`src/logic/ofac_params.svh`:
```
/*
  Constants of the output format and analog control block: register
  subaddresses, field positions, reset values, format codes and timing
  code bytes. Assumes it is included by its bare name.
*/
`ifndef OFAC_PARAMS_SVH
`define OFAC_PARAMS_SVH

// ----------------------------------------------------------------
// register subaddresses
// ----------------------------------------------------------------
`define OFAC_ADDR_FORMAT     8'h13
`define OFAC_ADDR_CONTROL    8'h14
`define OFAC_ADDR_START_LOW  8'h15
`define OFAC_ADDR_STOP_LOW   8'h16
`define OFAC_ADDR_GATE_MSB   8'h17
`define OFAC_ADDR_STATUS     8'h1f

// ----------------------------------------------------------------
// reset values
// ----------------------------------------------------------------
`define OFAC_RST_FORMAT      3'h0
`define OFAC_RST_CONTROL     8'h00
`define OFAC_RST_LINE        9'h000
`define OFAC_RST_SHIFT       1'h0

// ----------------------------------------------------------------
// field positions
// ----------------------------------------------------------------
`define OFAC_FMT_HI          2
`define OFAC_CTL_COMPAT      7
`define OFAC_CTL_GAIN        6
`define OFAC_CTL_TEST_HI     5
`define OFAC_CTL_TEST_LO     4
`define OFAC_CTL_LEGACY      2
`define OFAC_CTL_PHASE_HI    1
`define OFAC_CTL_PHASE_LO    0
`define OFAC_MSB_START       0
`define OFAC_MSB_STOP        1
`define OFAC_MSB_SHIFT       2

// ----------------------------------------------------------------
// output format codes
// ----------------------------------------------------------------
`define OFAC_FMT_656         3'h0
`define OFAC_FMT_GATED       3'h1
`define OFAC_FMT_RAW         3'h2
`define OFAC_FMT_BYP_HIGH    3'h4
`define OFAC_FMT_BYP_LOW     3'h5
`define OFAC_FMT_BYP_SPLIT   3'h7

// ----------------------------------------------------------------
// timing code bytes and output buffer depth
// ----------------------------------------------------------------
`define OFAC_CODE_PRE_FF     8'hff
`define OFAC_CODE_PRE_00     8'h00
`define OFAC_BUF_DEPTH       2

`endif

```
`src/logic/ofac_pkg.sv`:
```
/*
  Types of the output format and analog control block.
  Assumes nothing of its surroundings.
*/
package ofac_pkg;

  // decoded component stream from the decoder core
  typedef struct packed {
    logic [7:0] data;
    logic       code_slot;
    logic [1:0] code_idx;
    logic       eav;
    logic       v_blank;
    logic       field;
    logic       line_start;
    logic       field_start;
  } ofac_stream_t;

  // raw converter samples
  typedef struct packed {
    logic [1:0] enable;
    logic [8:0] one;
    logic [8:0] two;
  } ofac_conv_t;

  // one byte of the expansion port
  typedef struct packed {
    logic [7:0] data;
    logic       qualifier;
  } ofac_port_t;

  // subaddress access from the serial control bus back end
  typedef struct packed {
    logic       write;
    logic       read;
    logic [7:0] addr;
    logic [7:0] wdata;
  } ofac_reg_req_t;

endpackage

```
`src/logic/ofac_pair_buffer.sv`:
```
/*
  Two-entry skid buffer with valid and ready on both sides.
  Assumes one clock and a synchronous active-high reset.
*/
`timescale 1ns/100ps
`include "ofac_params.svh"

module ofac_pair_buffer #(
  parameter int WIDTH = 9,
  parameter int DEPTH = `OFAC_BUF_DEPTH
) (
  input  wire logic             i_clock,
  input  wire logic             i_reset,
  input  wire logic             i_in_valid,
  input  wire logic [WIDTH-1:0] i_in_data,
  output logic                  o_in_ready,
  output logic                  o_out_valid,
  output logic [WIDTH-1:0]      o_out_data,
  input  wire logic             i_out_ready
);

  initial begin
    if (DEPTH != 2 || WIDTH < 1) begin
      $error("pair buffer serves exactly two entries and a positive width");
    end
  end

  logic             out_valid;
  logic [WIDTH-1:0] out_data;
  logic             skid_valid;
  logic [WIDTH-1:0] skid_data;
  logic             in_ready;
  logic             next_out_valid;
  logic [WIDTH-1:0] next_out_data;
  logic             next_skid_valid;
  logic [WIDTH-1:0] next_skid_data;
  logic             next_in_ready;
  logic             pop;
  logic             push;

  // ----------------------------------------------------------------
  // next state
  // ----------------------------------------------------------------
  always_comb begin
    pop             = out_valid & i_out_ready;
    push            = i_in_valid & in_ready;
    next_out_valid  = out_valid;
    next_out_data   = out_data;
    next_skid_valid = skid_valid;
    next_skid_data  = skid_data;
    if (skid_valid) begin
      if (pop) begin
        next_out_data   = skid_data;
        next_skid_valid = 1'b0;
      end
    end else if (push) begin
      if (!out_valid || pop) begin
        next_out_data  = i_in_data;
        next_out_valid = 1'b1;
      end else begin
        next_skid_data  = i_in_data;
        next_skid_valid = 1'b1;
      end
    end else if (pop) begin
      next_out_valid = 1'b0;
    end
    next_in_ready = ~next_skid_valid;
  end

  // ----------------------------------------------------------------
  // registers
  // ----------------------------------------------------------------
  always_ff @(posedge i_clock) begin
    if (i_reset) begin
      out_valid  <= 1'b0;
      out_data   <= '0;
      skid_valid <= 1'b0;
      skid_data  <= '0;
      in_ready   <= 1'b1;
    end else begin
      out_valid  <= next_out_valid;
      out_data   <= next_out_data;
      skid_valid <= next_skid_valid;
      skid_data  <= next_skid_data;
      in_ready   <= next_in_ready;
    end
  end

  assign o_in_ready  = in_ready;
  assign o_out_valid = out_valid;
  assign o_out_data  = out_data;

endmodule

```
`src/logic/ofac_output_format.sv`:
```
/*
  Expansion port output format selector with analog, converter and
  compatibility control, vertical gate window and field identifier.
  Assumes a subaddress access port behind the serial control bus, a
  decoded stream and converter samples on the same line-locked clock.
*/
`timescale 1ns/100ps
`include "ofac_params.svh"

// How it works
// - format 000 sends the byte stream with embedded timing codes.
// - format 001 sends timing codes whose blanking follows the gate window.
// - format 010 sends 4:2:2 bytes and drops the timing code slots.
// - format 100 bypasses converter bits 8..1, two at qualifier high when both are enabled, else the enabled one.
// - format 101 bypasses converter bits 7..0, two at qualifier high when both are enabled, else the enabled one.
// - format 111 sends one converter, upper bits high, lower bits low.
// - control bit 7 enables the re-encoder compatibility mode, off by default.
// - control bit 6 picks gain update once per line or once per field.
// - control bits 5..4 route the analog test pin.
// - control bit 2 picks the standard or legacy status byte layout.
// - control bits 1..0 set the converter sample clock phase.
// - gate rises and field identifier follows field at start line.
// - gate falls at the nine-bit stop line.
// - field-2 shift moves the gate one line earlier in field two.
module ofac_output_format (
  input  wire logic                   i_clock,
  input  wire logic                   i_reset,
  input  wire ofac_pkg::ofac_reg_req_t i_reg,
  output logic [7:0]                  o_reg_rdata,
  input  wire logic [7:0]             i_decoder_status,
  input  wire logic                   i_stream_valid,
  input  wire ofac_pkg::ofac_stream_t i_stream,
  output logic                        o_stream_ready,
  input  wire ofac_pkg::ofac_conv_t   i_conv,
  input  wire logic                   i_clock_reference_qualifier,
  output logic                        o_port_valid,
  output ofac_pkg::ofac_port_t        o_expansion_port_data,
  input  wire logic                   i_port_ready,
  output logic                        o_vertical_gate_window,
  output logic                        o_field_identifier,
  output logic                        o_gain_update_strobe,
  output logic                        o_gain_update_interval,
  output logic [1:0]                  o_analog_test_select,
  output logic                        o_legacy_status_layout,
  output logic [1:0]                  o_sample_clock_phase,
  output logic                        o_reencoder_compat_mode
);
  import ofac_pkg::*;

  localparam int PORT_W = $bits(ofac_port_t);

  // ----------------------------------------------------------------
  // register file
  // ----------------------------------------------------------------
  logic [2:0] output_format_select;
  logic [7:0] control;
  logic [8:0] gate_start_line;
  logic [8:0] gate_stop_line;
  logic       gate_field2_shift;
  logic [7:0] reg_rdata;
  logic [2:0] next_format;
  logic [7:0] next_control;
  logic [8:0] next_start;
  logic [8:0] next_stop;
  logic       next_shift;
  logic [7:0] next_rdata;
  logic [7:0] status_view;

  always_comb begin
    next_format = output_format_select;
    next_control = control;
    next_start  = gate_start_line;
    next_stop   = gate_stop_line;
    next_shift  = gate_field2_shift;
    next_rdata  = reg_rdata;
    if (control[`OFAC_CTL_LEGACY]) begin
      status_view = {i_decoder_status[3:0], i_decoder_status[7:4]};
    end else begin
      status_view = i_decoder_status;
    end
    if (i_reg.write) begin
      case (i_reg.addr)
        `OFAC_ADDR_FORMAT: begin
          next_format = i_reg.wdata[`OFAC_FMT_HI:0];
        end
        `OFAC_ADDR_CONTROL: begin
          next_control = i_reg.wdata;
        end
        `OFAC_ADDR_START_LOW: begin
          next_start[7:0] = i_reg.wdata;
        end
        `OFAC_ADDR_STOP_LOW: begin
          next_stop[7:0] = i_reg.wdata;
        end
        `OFAC_ADDR_GATE_MSB: begin
          next_start[8] = i_reg.wdata[`OFAC_MSB_START];
          next_stop[8]  = i_reg.wdata[`OFAC_MSB_STOP];
          next_shift    = i_reg.wdata[`OFAC_MSB_SHIFT];
        end
        default: begin
          next_shift = gate_field2_shift;
        end
      endcase
    end
    if (i_reg.read) begin
      case (i_reg.addr)
        `OFAC_ADDR_FORMAT:    next_rdata = {5'h00, output_format_select};
        `OFAC_ADDR_CONTROL:   next_rdata = control;
        `OFAC_ADDR_START_LOW: next_rdata = gate_start_line[7:0];
        `OFAC_ADDR_STOP_LOW:  next_rdata = gate_stop_line[7:0];
        `OFAC_ADDR_GATE_MSB: begin
          next_rdata = {5'h00, gate_field2_shift, gate_stop_line[8], gate_start_line[8]};
        end
        `OFAC_ADDR_STATUS:    next_rdata = status_view;
        default:              next_rdata = 8'h00;
      endcase
    end
  end

  always_ff @(posedge i_clock) begin
    if (i_reset) begin
      output_format_select <= `OFAC_RST_FORMAT;
      control              <= `OFAC_RST_CONTROL;
      gate_start_line      <= `OFAC_RST_LINE;
      gate_stop_line       <= `OFAC_RST_LINE;
      gate_field2_shift    <= `OFAC_RST_SHIFT;
      reg_rdata            <= 8'h00;
    end else begin
      output_format_select <= next_format;
      control              <= next_control;
      gate_start_line      <= next_start;
      gate_stop_line       <= next_stop;
      gate_field2_shift    <= next_shift;
      reg_rdata            <= next_rdata;
    end
  end

  assign o_reg_rdata             = reg_rdata;
  assign o_reencoder_compat_mode = control[`OFAC_CTL_COMPAT];
  assign o_gain_update_interval  = control[`OFAC_CTL_GAIN];
  assign o_analog_test_select    = control[`OFAC_CTL_TEST_HI:`OFAC_CTL_TEST_LO];
  assign o_legacy_status_layout  = control[`OFAC_CTL_LEGACY];
  assign o_sample_clock_phase    = control[`OFAC_CTL_PHASE_HI:`OFAC_CTL_PHASE_LO];

  // ----------------------------------------------------------------
  // line count, gate window, field identifier, gain update
  // ----------------------------------------------------------------
  logic       stream_ready;
  logic       accept;
  logic [8:0] line_count;
  logic       vertical_gate_window;
  logic       field_identifier;
  logic       gain_strobe;
  logic [8:0] next_line;
  logic [8:0] eff_line;
  logic       next_gate;
  logic       next_fid;
  logic       next_strobe;

  assign accept = i_stream_valid & stream_ready;

  always_comb begin
    next_line   = line_count;
    next_gate   = vertical_gate_window;
    next_fid    = field_identifier;
    next_strobe = 1'b0;
    if (accept && i_stream.line_start) begin
      if (i_stream.field_start) begin
        next_line = 9'h000;
      end else begin
        next_line = 9'(line_count + 9'h001);
      end
    end
    if (gate_field2_shift && i_stream.field) begin
      eff_line = 9'(next_line + 9'h001);
    end else begin
      eff_line = next_line;
    end
    if (accept && i_stream.line_start) begin
      if (eff_line == gate_stop_line) begin
        next_gate = 1'b0;
      end
      if (eff_line == gate_start_line) begin
        next_gate = 1'b1;
        next_fid  = i_stream.field;
      end
      if (control[`OFAC_CTL_GAIN]) begin
        next_strobe = i_stream.field_start;
      end else begin
        next_strobe = 1'b1;
      end
    end
  end

  always_ff @(posedge i_clock) begin
    if (i_reset) begin
      line_count           <= 9'h000;
      vertical_gate_window <= 1'b0;
      field_identifier     <= 1'b0;
      gain_strobe          <= 1'b0;
    end else begin
      line_count           <= next_line;
      vertical_gate_window <= next_gate;
      field_identifier     <= next_fid;
      gain_strobe          <= next_strobe;
    end
  end

  assign o_vertical_gate_window = vertical_gate_window;
  assign o_field_identifier     = field_identifier;
  assign o_gain_update_strobe   = gain_strobe;

  // ----------------------------------------------------------------
  // output format selection
  // ----------------------------------------------------------------
  logic       keep;
  logic [7:0] port_byte;
  logic [7:0] code_xy;
  logic       code_v;
  logic       code_f;
  logic       code_h;
  logic [8:0] both_pick;
  logic [8:0] single_pick;

  always_comb begin
    code_f = i_stream.field;
    code_h = i_stream.eav;
    if (output_format_select == `OFAC_FMT_GATED) begin
      code_v = vertical_gate_window;
    end else begin
      code_v = i_stream.v_blank;
    end
    code_xy = {1'b1, code_f, code_v, code_h, code_v ^ code_h, code_f ^ code_h,
               code_f ^ code_v, code_f ^ code_v ^ code_h};
    if (&i_conv.enable) begin
      both_pick = i_clock_reference_qualifier ? i_conv.two : i_conv.one;
    end else begin
      both_pick = i_conv.enable[1] ? i_conv.two : i_conv.one;
    end
    single_pick = i_conv.enable[0] ? i_conv.one : i_conv.two;
    keep        = 1'b1;
    port_byte   = i_stream.data;
    case (output_format_select)
      `OFAC_FMT_656, `OFAC_FMT_GATED: begin
        if (i_stream.code_slot) begin
          case (i_stream.code_idx)
            2'h0:    port_byte = `OFAC_CODE_PRE_FF;
            2'h1:    port_byte = `OFAC_CODE_PRE_00;
            2'h2:    port_byte = `OFAC_CODE_PRE_00;
            default: port_byte = code_xy;
          endcase
        end
      end
      `OFAC_FMT_RAW: begin
        keep = ~i_stream.code_slot;
      end
      `OFAC_FMT_BYP_HIGH: begin
        port_byte = both_pick[8:1];
      end
      `OFAC_FMT_BYP_LOW: begin
        port_byte = both_pick[7:0];
      end
      `OFAC_FMT_BYP_SPLIT: begin
        if (i_clock_reference_qualifier) begin
          port_byte = single_pick[8:1];
        end else begin
          port_byte = single_pick[7:0];
        end
      end
      default: begin
        keep      = 1'b0;
        port_byte = 8'h00;
      end
    endcase
  end

  // ----------------------------------------------------------------
  // output buffer
  // ----------------------------------------------------------------
  ofac_port_t push_word;
  logic       push_valid;

  assign push_word  = '{data: port_byte, qualifier: i_clock_reference_qualifier};
  assign push_valid = i_stream_valid & keep;

  ofac_pair_buffer #(
    .WIDTH (PORT_W),
    .DEPTH (`OFAC_BUF_DEPTH)
  ) u_buffer (
    .i_clock     (i_clock),
    .i_reset     (i_reset),
    .i_in_valid  (push_valid),
    .i_in_data   (push_word),
    .o_in_ready  (stream_ready),
    .o_out_valid (o_port_valid),
    .o_out_data  (o_expansion_port_data),
    .i_out_ready (i_port_ready)
  );

  assign o_stream_ready = stream_ready;

endmodule

```
`config.mk`:
```
export PLATFORM = sky130hd
export DESIGN_NAME = ofac_output_format
export DESIGN_NICKNAME = d
export VERILOG_FILES = /design/src/logic/ofac_pkg.sv /design/src/logic/ofac_pair_buffer.sv /design/src/logic/ofac_output_format.sv
export VERILOG_INCLUDE_DIRS = /design/src /design/src/logic
export SDC_FILE = /design/constraint.sdc
export NUM_CORES = 1
export LEC_CHECK = 0
export ABC_AREA = 0
export BUFFER_PORTS_ARGS = -buffer_cell sky130_fd_sc_hd__buf_2
export CAP_MARGIN = 20
export CORE_MARGIN = 5
export CORE_UTILIZATION = 25
export DETAILED_ROUTE_END_ITERATION = 8
export SLEW_MARGIN = 20
export SYNTH_ARGS = -nofsm -noshare
export SYNTH_HDL_FRONTEND = slang
export SYNTH_HIERARCHICAL = 1
export SYNTH_SLANG_ARGS = --single-unit
```
`constraint.sdc`:
```
create_clock -name i_clock -period 7.3 [get_ports i_clock]
set_clock_uncertainty 0.15 [all_clocks]
set_input_delay 0.73 -clock i_clock [delete_from_list [all_inputs] [get_ports i_clock]]
set_output_delay 0.73 -clock i_clock [all_outputs]
set_load 0.05 [all_outputs]
```
==> results of run 1 <==
final cells by class:
type | count | area [um2]
inverter | 11 | 41.29
fill | 2001 | 13100
multi-input combinational | 443 | 3118
clock buffer | 12 | 256.5
sequential | 71 | 1421
tap | 260 | 325.3
clock inverter | 4 | 52.55
timing repair buffer | 100 | 513.0
power by group through the flow:
stage                logic, W  registers (W)  clock network, W
global placement     0.000167       0.000415                 0
detailed placement   0.000167       0.000415                 0
finish               0.000167       0.000407          0.000457
global route         0.000185       0.000409          0.000486
floorplan           0.0000906       0.000441                 0
CTS                  0.000168       0.000407          0.000468
state kept, by name (all words and copies together) (netlist names):
name,count
u_buffer/o_out_valid,1
line_count,9
u_buffer/o_out_data,9
gate_start_line,9
o_gain_update_strobe,1
o_reg_rdata,8
gate_stop_line,9
o_vertical_gate_window,1
u_buffer/skid_valid,1
o_field_identifier,1
gate_field2_shift,1
output_format_select,3
u_buffer/o_in_ready,1
control,8
u_buffer/skid_data,9
final timing paths:
path / start / endpoint / slack [ns] / depth (start not counted)
max reg2reg: u_buffer/o_in_ready$_SDFF_PP1_ / o_vertical_gate_window$_SDFFE_PP0P_ / 3.90 / 11
min: u_buffer/o_out_data[8]$_SDFFE_PP0P_ / u_buffer/o_out_data[8]$_SDFFE_PP0P_ / 0.31 / 2
min reg2reg: u_buffer/o_out_data[8]$_SDFFE_PP0P_ / u_buffer/o_out_data[8]$_SDFFE_PP0P_ / 0.31 / 2
max: u_buffer/o_in_ready$_SDFF_PP1_ / o_vertical_gate_window$_SDFFE_PP0P_ / 3.90 / 11
critical path: stages (launching register included):
cell	delay [ns]
dfxtp_1	0.54
nand3_2	0.36
mux2_2	0.39
ha_1	0.27
inv_1	0.03
mux2_2	0.28
xnor2_1	0.13
nor3_1	0.19
nand3_1	0.09
or4b_1	0.55
nor4_2	0.15
o22ai_1	0.11
stage by stage:
step	setup slack (ns)	hold WS, ns	instance area, um2
finish	3.902	0.3113	5728
global route	3.642	0.3450	5728
CTS	3.882	0.3151	5718
detailed placement	3.638	0.3069	5409
global placement	3.673	0.2947	5409
floorplan	3.892	0.2861	4805
layout by cell type (no fill, tap or decap), types with 3 or more instances in the layout:
| cell | count |
|---|---|
| a211o_1 | 3 |
| mux2_2 | 4 |
| clkbuf_16 | 9 |
| a21bo_2 | 9 |
| a21oi_1 | 62 |
| nand4_1 | 5 |
| a211oi_1 | 15 |
| o21ai_0 | 16 |
| mux2i_1 | 42 |
| a221oi_1 | 5 |
| xnor3_1 | 5 |
| nand2b_1 | 6 |
| dfxtp_1 | 71 |
| ha_1 | 4 |
| a21oi_2 | 3 |
| xnor2_1 | 19 |
| or4_1 | 12 |
| nor2b_1 | 5 |
| buf_4 | 5 |
| nor2_1 | 55 |
| xor2_1 | 4 |
| nor3_1 | 12 |
| inv_1 | 11 |
| nand3_1 | 38 |
| o221ai_1 | 3 |
| o31ai_1 | 9 |
| o22ai_1 | 3 |
| buf_2 | 95 |
| and3_1 | 3 |
| mux4_2 | 8 |
| nand2_1 | 48 |
cells by family (layout without fill, tap and decap cells):
family,count (synthesis),count (layout)
and+or+nand+nor,207,207
AOI/OAI and AO/OA,149,149
DFF,71,71
buffers and inverters,57,127
muxes,54,54
xor gates and xnor gates,29,29
adders and majority gates,4,4
layer usage:
metal	GRT usage, %	part of all wire [%]	wire (um)
met1	17.62	47	6570
met2	20.78	47	6556
met3	2.346	5.7	797
met4	3.649	1.1	154
met5	0	0	0
==> impl_metrics.toml, run 1 <==
[place]
port_buffers = 95
gp_congestion = 0.8104
dp_cells = 885
hpwl_um = 10500

[worst_setup_path]
start_kind = "flop"
arrival_ns = 3.44
critPathRequiredTime_ns = 7.34
end_kind = "flop"
critPathMaxFanout = 15
critPathKind = "flop to flop"

[pwr]
intPower_w = 0.0007439
total_leakage_power_nw = 2.126
p_total_w = 0.001031
seqPwrFrac_pct = 39.5
power_frac_comb_pct = 16.2
power_density_mw_per_mm2 = 180.0
p_switching_w = 0.0002872
power_frac_clock_pct = 44.3
peakVddDrop_uv = 116.0
switching_share_pct = 27.85

[die]
floorplan.rows = 50
fp.coreArea_mm2 = 0.01883
die_w_um = 148.6
die_h_um = 148.6
dieArea_mm2 = 0.02209
io_pins = 96
start_util_pct = 25.51

[detailed_routing]
wl_per_cell_um = 15.62
remaining_drc_errors = 0
dr.pass1.iters = 5
vias = 4402
first_iter_violations = 277
ant_nets = 0
via_per_inst = 4.886
wirelength_um = 14080

[sta]
hold_viol_final = 0
max_freq_mhz = 294.3
finalMaxSlewViolations = 0
period_share_pct = 46.55
min_period_ns = 3.398
rsz0062_at_grt = "no"
finalSetupViolations = 0
timing.setup.tns_ns = 0
worst_pin_slew_ns = 0.7623
relSlewSlack_pct = 49.18

[flow_run]
max_cap_violations = 0

[logic_synthesis]
synth_xor_area_share_pct = 7.031
ys_types = 67
synth_top_area_share_pct = 29.58
synth.cell_area_mm2 = 0.004805
yosysMostFrequentCell = "dfxtp_1"
synth_top_family_by_area = "simple AND/OR/NAND/NOR gates"
synthFlopType = "dfxtp_1"
yosys_warnings = 6
synth-edff-count = 0
syn_area_per_cell_um2 = 8.414
ys_ff_latch = 71
async_reset_ff_share_pct = 0
netlist_instances = 571
ys_top_cells_by_area = "dfxtp_1 (30%), mux2i_1 (8.8%), a21oi_1 (6.6%), nor2_1 (4.3%), nand3_1 (4.0%)"
synth-simple-area-share_pct = 21.98
synth_compound_area_share_pct = 21.20
syn-num-nets = 642
synthMuxAreaShare_pct = 13.44
yosysSeqAreaShare_pct = 29.58
synthAdderAreaFrac_pct = 1.042
yosysTopAreaCell = "dfxtp_1"
ys_top_cells_by_count = "dfxtp_1 (71), a21oi_1 (63), nor2_1 (55), nand2_1 (48), mux2i_1 (42)"

[global_route]
globalRoute.totalOverflow = 0
grt_first_pass_wirelength_um = 22760
antenna_found_initial = 0
grt_pass1_vias = 4226
grt_max_degree = 73
grt_usage_pct = 12.88

[cts]
cts_resized = 0
ctsHoldBuffers = 0
path_clk_slew_ns = 0.06
numCtsBuffers = 9
cts_tree = "built"
cts_setup_buffers = 0
clock-root-buffer = "clkbuf_16"
max-clock-path-buffers = 2
cts_max_level = 3
clock_sinks = 71
clkLatencyLatePin_ns = 0.33

[layout]
n_antenna_cell = 0
synthToLayoutAreaGrowth_pct = 19.22
drive_above_1_share_pct = 24.49
utilization_pct = 30.42
layout.cells.non_filler = 901
nNetsFinal = 707

[outcome]
status = "finished clean"

[worst_hold_path]
hp-class = "flop to flop"
No activity file was read; power rests on OpenSTA's default activity.
==> run 2: changes to the inputs <==
==> constraint.sdc (replaced) <==
create_clock -name i_clock -period 3.05 [get_ports i_clock]
set_clock_uncertainty 0.15 [all_clocks]
set_input_delay 0.305 -clock i_clock [delete_from_list [all_inputs] [get_ports i_clock]]
set_output_delay 0.305 -clock i_clock [all_outputs]
set_load 0.05 [all_outputs]
==> run 2 against run 1 <==
Largest power group unchanged. Via count increased by 3.2%. Fmax increased by 16%. Register-to-register slack got worse by 3.8 ns. Clock-buffer cell count decreased by 1.
==> impl_metrics.toml, run 2 (synthesis results as in run 1) <==
[global_route]
globalRoute.totalOverflow = 0
grt_first_pass_wirelength_um = 22740
antenna_found_initial = 0
grt_usage_pct = 12.86
grt_pass1_vias = 4238
grt_max_degree = 47

[pwr]
intPower_w = 0.001764
power_density_mw_per_mm2 = 414.5
power_frac_comb_pct = 17.0
total_leakage_power_nw = 2.231
p_total_w = 0.002444
switching_share_pct = 27.82
peakVddDrop_uv = 288.9
seqPwrFrac_pct = 39.7
power_frac_clock_pct = 43.3
p_switching_w = 0.0006797

[worst_hold_path]
worstHoldPathCells = 3
whs_endpoint = "control[3]$_SDFFE_PP0P_"
min_from = "i_reg[3]"
hp-class = "input pin to flop"

[place]
post_dp_cell_area_mm2 = 0.005587
hpwl_um = 11100
gp_congestion = 0.8519
dp_slack_ns = 0.04165
port_buffers = 95

[detailed_routing]
vias = 4544
first_iter_violations = 189
ant_nets = 0
dr.pass1.iters = 5
wirelength_um = 14270
wl_per_cell_um = 15.48
remaining_drc_errors = 0
via_per_inst = 4.928

[worst_setup_path]
arrival_ns = 2.94
critPathRequiredTime_ns = 3.08
path_buf_inv = 0
reg2reg_slack_ns = 0.13
start_kind = "flop"
critPathKind = "flop to flop"
crit_chain = "ha_1, nand2b_1, or3_1, a211o_2, a21oi_2, xnor3_1, or4b_1, nor4_2, o22ai_1"
cp_slowest_cell = "or4b_1"
critPathMaxFanout = 4
path_delay_family = "simple AND/OR/NAND/NOR gates"
r2r-start = "line_count[0]$_SDFF_PP0_"
r2r_cells = 9
end_kind = "flop"
r2r-end = "o_vertical_gate_window$_SDFFE_PP0P_"
crit_path_max_incr_delay_ns = 0.52

[die]
die_h_um = 148.6
dieArea_mm2 = 0.02209
fp.coreArea_mm2 = 0.01883
floorplan.rows = 50
die_w_um = 148.6
io_pins = 96
start_util_pct = 25.51

[cts]
clock-root-buffer = "clkbuf_16"
max-clock-path-buffers = 2
numCtsBuffers = 9
cts_max_level = 3
clock_sinks = 71
path_clk_slew_ns = 0.06
cts_tree = "built"
clkLatencyLatePin_ns = 0.34

[sta]
hold_viol_final = 0
min_period_ns = 2.918
finalSetupViolations = 0
finalMaxSlewViolations = 0
relSlewSlack_pct = 40.70
fin_ws_ns = 0.1321
timing.setup.tns_ns = 0
worst_pin_slew_ns = 0.8895
period_share_pct = 95.67
rsz0062_at_grt = "no"
max_freq_mhz = 342.7

[layout]
final_cell_area_mm2 = 0.005896
nNetsFinal = 728
synthToLayoutAreaGrowth_pct = 22.71
drive_above_1_share_pct = 26.89
final_cell_mix = "buf_2 (95), dfxtp_1 (70), a21oi_1 (62), nor2_1 (55), nand2_1 (48)"
nFillCells = 2018
final_common_cell = "buf_2"
n_antenna_cell = 0

[outcome]
status = "finished clean"

[flow_run]
max_cap_violations = 0
run 2: layout make-up:
cell class / count / area [um2] / share of cell area [%]
Clock buffer: 11 / 242.7 / 4.117
Multi-Input combinational cell: 443 / 3120 / 52.93
Sequential cell: 71 / 1425 / 24.17
Clock inverter: 5 / 57.56 / 0.9762
Timing Repair Buffer: 121 / 683.2 / 11.59
Inverter: 11 / 41.29 / 0.7003
Tap cell: 260 / 325.3 / 5.518
run 2: worst max-delay path by stage:
| stage | end | startpoint | slack [ns] | cells after the start |
|---|---|---|---|---|
| after floorplan | o_vertical_gate_window$_SDFFE_PP0P_ | u_buffer/o_in_ready$_SDFF_PP1_ | 0.02 | 12 |
| after global placement | o_vertical_gate_window$_SDFFE_PP0P_ | i_stream_valid | 0.08 | 12 |
| after detailed placement | o_vertical_gate_window$_SDFFE_PP0P_ | i_stream_valid | 0.04 | 10 |
| after CTS | o_vertical_gate_window$_SDFFE_PP0P_ | line_count[0]$_SDFF_PP0_ | 0.04 | 9 |
| after global routing | o_vertical_gate_window$_SDFFE_PP0P_ | line_count[1]$_SDFF_PP0_ | 0.01 | 9 |
| final | o_vertical_gate_window$_SDFFE_PP0P_ | line_count[0]$_SDFF_PP0_ | 0.13 | 9 |
run 2: metrics by stage:
step	hold WS (ns)	cells	util (%)
3_3_place_gp	0.2973	906	29.65
3_5_place_dp	0.2969	906	29.67
4_1_cts	0.08187	922	31.26
2_1_floorplan	0.2725	571	-
5_1_grt	0.08661	922	31.31
6_report	0.1002	922	31.31
run 2: power groups by stage:
stage / Sequential (W) / Combinational [W] / Clock [W]
floorplan: 0.00105 / 0.000217 / 0
global placement: 0.000991 / 0.000415 / 0
detailed placement: 0.000992 / 0.000415 / 0
CTS: 0.000972 / 0.000418 / 0.00109
global route: 0.000974 / 0.000452 / 0.00113
finish: 0.000971 / 0.000415 / 0.00106
run 2: timing repair:
action | in CTS | in global routing
gates resized for setup | 0 | 3
endpoints found under the setup margin | 0 | 1
setup buffers | 0 | 0
hold buffers | 0 | 0
run 2: worst reg2reg max path, stage by stage (launching register included):
cell	delay, ns
dfxtp_1	0.31
ha_1	0.27
nand2b_1	0.08
or3_1	0.31
a211o_2	0.37
a21oi_2	0.22
xnor3_1	0.27
or4b_1	0.52
nor4_2	0.15
o22ai_1	0.11
run 2: routing by layer:
metal	up-vias	GRT usage (%)	wire length (um)
li1	2268	-	-
met1	2139	17.17	6543
met3	14	3.382	874
met5	-	0	0
met4	0	3.187	191
met2	123	20.71	6665
==> run 3: changes to the inputs <==
--- a/config.mk
+++ b/config.mk
@@ -12,6 +12,7 @@
 export CORE_MARGIN = 5
 export CORE_UTILIZATION = 25
 export DETAILED_ROUTE_END_ITERATION = 8
+export PLACE_DENSITY = 0.53
 export SLEW_MARGIN = 20
 export SYNTH_ARGS = -nofsm -noshare
 export SYNTH_HDL_FRONTEND = slang
==> run 3 against run 2 <==
Sequential cell count unchanged. Fmax fell by 3.1%. Sequential share of layout area fell by 0.17 points. Critical path depth stayed put. Power shrank 4.0%. Register-to-register slack got worse by 0.09 ns. Setup slack worse by 0.094 ns.
==> impl_metrics.toml, run 3 (synthesis results as in run 1) <==
[outcome]
status = "finished clean"

[sta]
min_period_ns = 3.012
hold_viol_final = 0
relSlewSlack_pct = 49.55
rsz0062_at_grt = "yes"
worst_pin_slew_ns = 0.7567
period_share_pct = 98.76
max_freq_mhz = 332.0
finalMaxSlewViolations = 0
finalSetupViolations = 0

[cts]
numCtsBuffers = 9
path_clk_slew_ns = 0.06
clock-root-buffer = "clkbuf_16"
ctsHoldBuffers = 0
max-clock-path-buffers = 2
cts_tree = "built"
clock_sinks = 71
cts_max_level = 3
clkLatencyLatePin_ns = 0.34

[pwr]
switching_share_pct = 29.37
p_switching_w = 0.0006888
power_frac_clock_pct = 40.4
power_frac_comb_pct = 18.1
seqPwrFrac_pct = 41.5
total_leakage_power_nw = 2.247
peakVddDrop_uv = 324.7
intPower_w = 0.001657
power_density_mw_per_mm2 = 395.1

[layout]
final_common_cell = "buf_2"
synthToLayoutAreaGrowth_pct = 23.57
layout.cells.non_filler = 929
utilization_pct = 31.53
nNetsFinal = 736
n_antenna_cell = 0
final_cell_area_mm2 = 0.005937
drive_above_1_share_pct = 27.80
final_cell_mix = "buf_2 (95), dfxtp_1 (70), a21oi_1 (63), nor2_1 (55), nand2_1 (48)"

[worst_setup_path]
critPathMaxFanout = 4
end_kind = "flop"
arrival_ns = 3.05
critPathRequiredTime_ns = 3.09
critPathKind = "flop to flop"
start_kind = "flop"

[detailed_routing]
via_per_inst = 4.857
first_iter_violations = 220
wl_per_cell_um = 15.98
ant_nets = 0
remaining_drc_errors = 0
dr.pass1.iters = 4
wirelength_um = 14850
vias = 4512

[global_route]
antenna_found_initial = 1
grt_first_pass_wirelength_um = 23790
grt_pass1_vias = 4376
grt_usage_pct = 13.48
grt_max_degree = 39
globalRoute.totalOverflow = 0

[die]
die_w_um = 148.6
die_h_um = 148.6
fp.coreArea_mm2 = 0.01883
start_util_pct = 25.51
io_pins = 96
dieArea_mm2 = 0.02209
floorplan.rows = 50

[place]
port_buffers = 95
post_dp_cell_area_mm2 = 0.005608
gp_congestion = 0.8296
hpwl_um = 11470
dp_cells = 911

[flow_run]
max_cap_violations = 0

[worst_hold_path]
hp-class = "input pin to flop"
-- run 3: changes by cell type in the layout (fill, tap and decap cells not counted), sizes merged --
| cell | before | now |
|---|---|---|
| clkbuf | 11 | 9 |
| clkinvlp | 0 | 2 |
| buf | 121 | 129 |
| bufinv | 1 | 0 |
-- run 3: area by class of cell --
type | count | area, um2
Sequential cell | 71 | 1425
Inverter | 11 | 41.29
Fill cell | 2028 | 12890
Tap cell | 260 | 325.3
Clock inverter | 6 | 38.79
Multi-Input combinational cell | 443 | 3151
Timing Repair Buffer | 129 | 730.7
Clock buffer | 9 | 225.2
-- run 3: what timing repair did --
action | CTS | global route
buffers inserted | 0 | 3
endpoints found under the setup margin | 0 | 1
resized for setup | 0 | 7
-- run 3: path summary, 6_finish.rpt --
path	to	start	slack, ns	cells past startpoint
max	o_vertical_gate_window$_SDFFE_PP0P_	line_count[0]$_SDFF_PP0_	0.04	9
min	control[3]$_SDFFE_PP0P_	i_reg[3]	0.09	3
max reg2reg	o_vertical_gate_window$_SDFFE_PP0P_	line_count[0]$_SDFF_PP0_	0.04	9
min reg2reg	control[3]$_SDFFE_PP0P_	control[3]$_SDFFE_PP0P_	0.31	2
-- run 3: per-stage QoR --
stage | setup TNS, ns | hold WS (ns) | total power (W) | setup WS, ns
2_1_floorplan | 0 | 0.2725 | 0.001272 | 0.02026
3_3_place_gp | 0 | 0.2960 | 0.001416 | 0.07896
3_5_place_dp | 0 | 0.2995 | 0.001415 | 0.03388
4_1_cts | 0 | 0.07851 | 0.002383 | 0.04858
5_1_grt | -0.09945 | 0.09854 | 0.002461 | -0.09945
6_report | 0 | 0.08893 | 0.002346 | 0.03771
-- run 3: per-layer routing --
metal	wire, um	track usage (%)
met1	6873	17.71
met2	6953	22.28
met3	923	3.748
met4	85	2.633
met5	13	0
-- run 3: power by group through the flow --
| stage | Clock (W) | Combinational, W | Sequential (W) |
|---|---|---|---|
| finish | 0.000948 | 0.000424 | 0.000974 |
| detailed placement | 0 | 0.000421 | 0.000994 |
| global placement | 0 | 0.000422 | 0.000995 |
| global route | 0.00102 | 0.000464 | 0.000977 |
| CTS | 0.000985 | 0.000423 | 0.000974 |
| floorplan | 0 | 0.000217 | 0.00105 |
-- run 3: worst max-delay path: stages, from the launching register on --
cell and delay (ns):
dfxtp_1 0.31, ha_1 0.27, nand2b_1 0.08, or3_1 0.33, a211o_4 0.38, a21oi_4 0.16
xnor3_1 0.25, or4b_4 0.57, nor4_4 0.26, o22ai_1 0.10
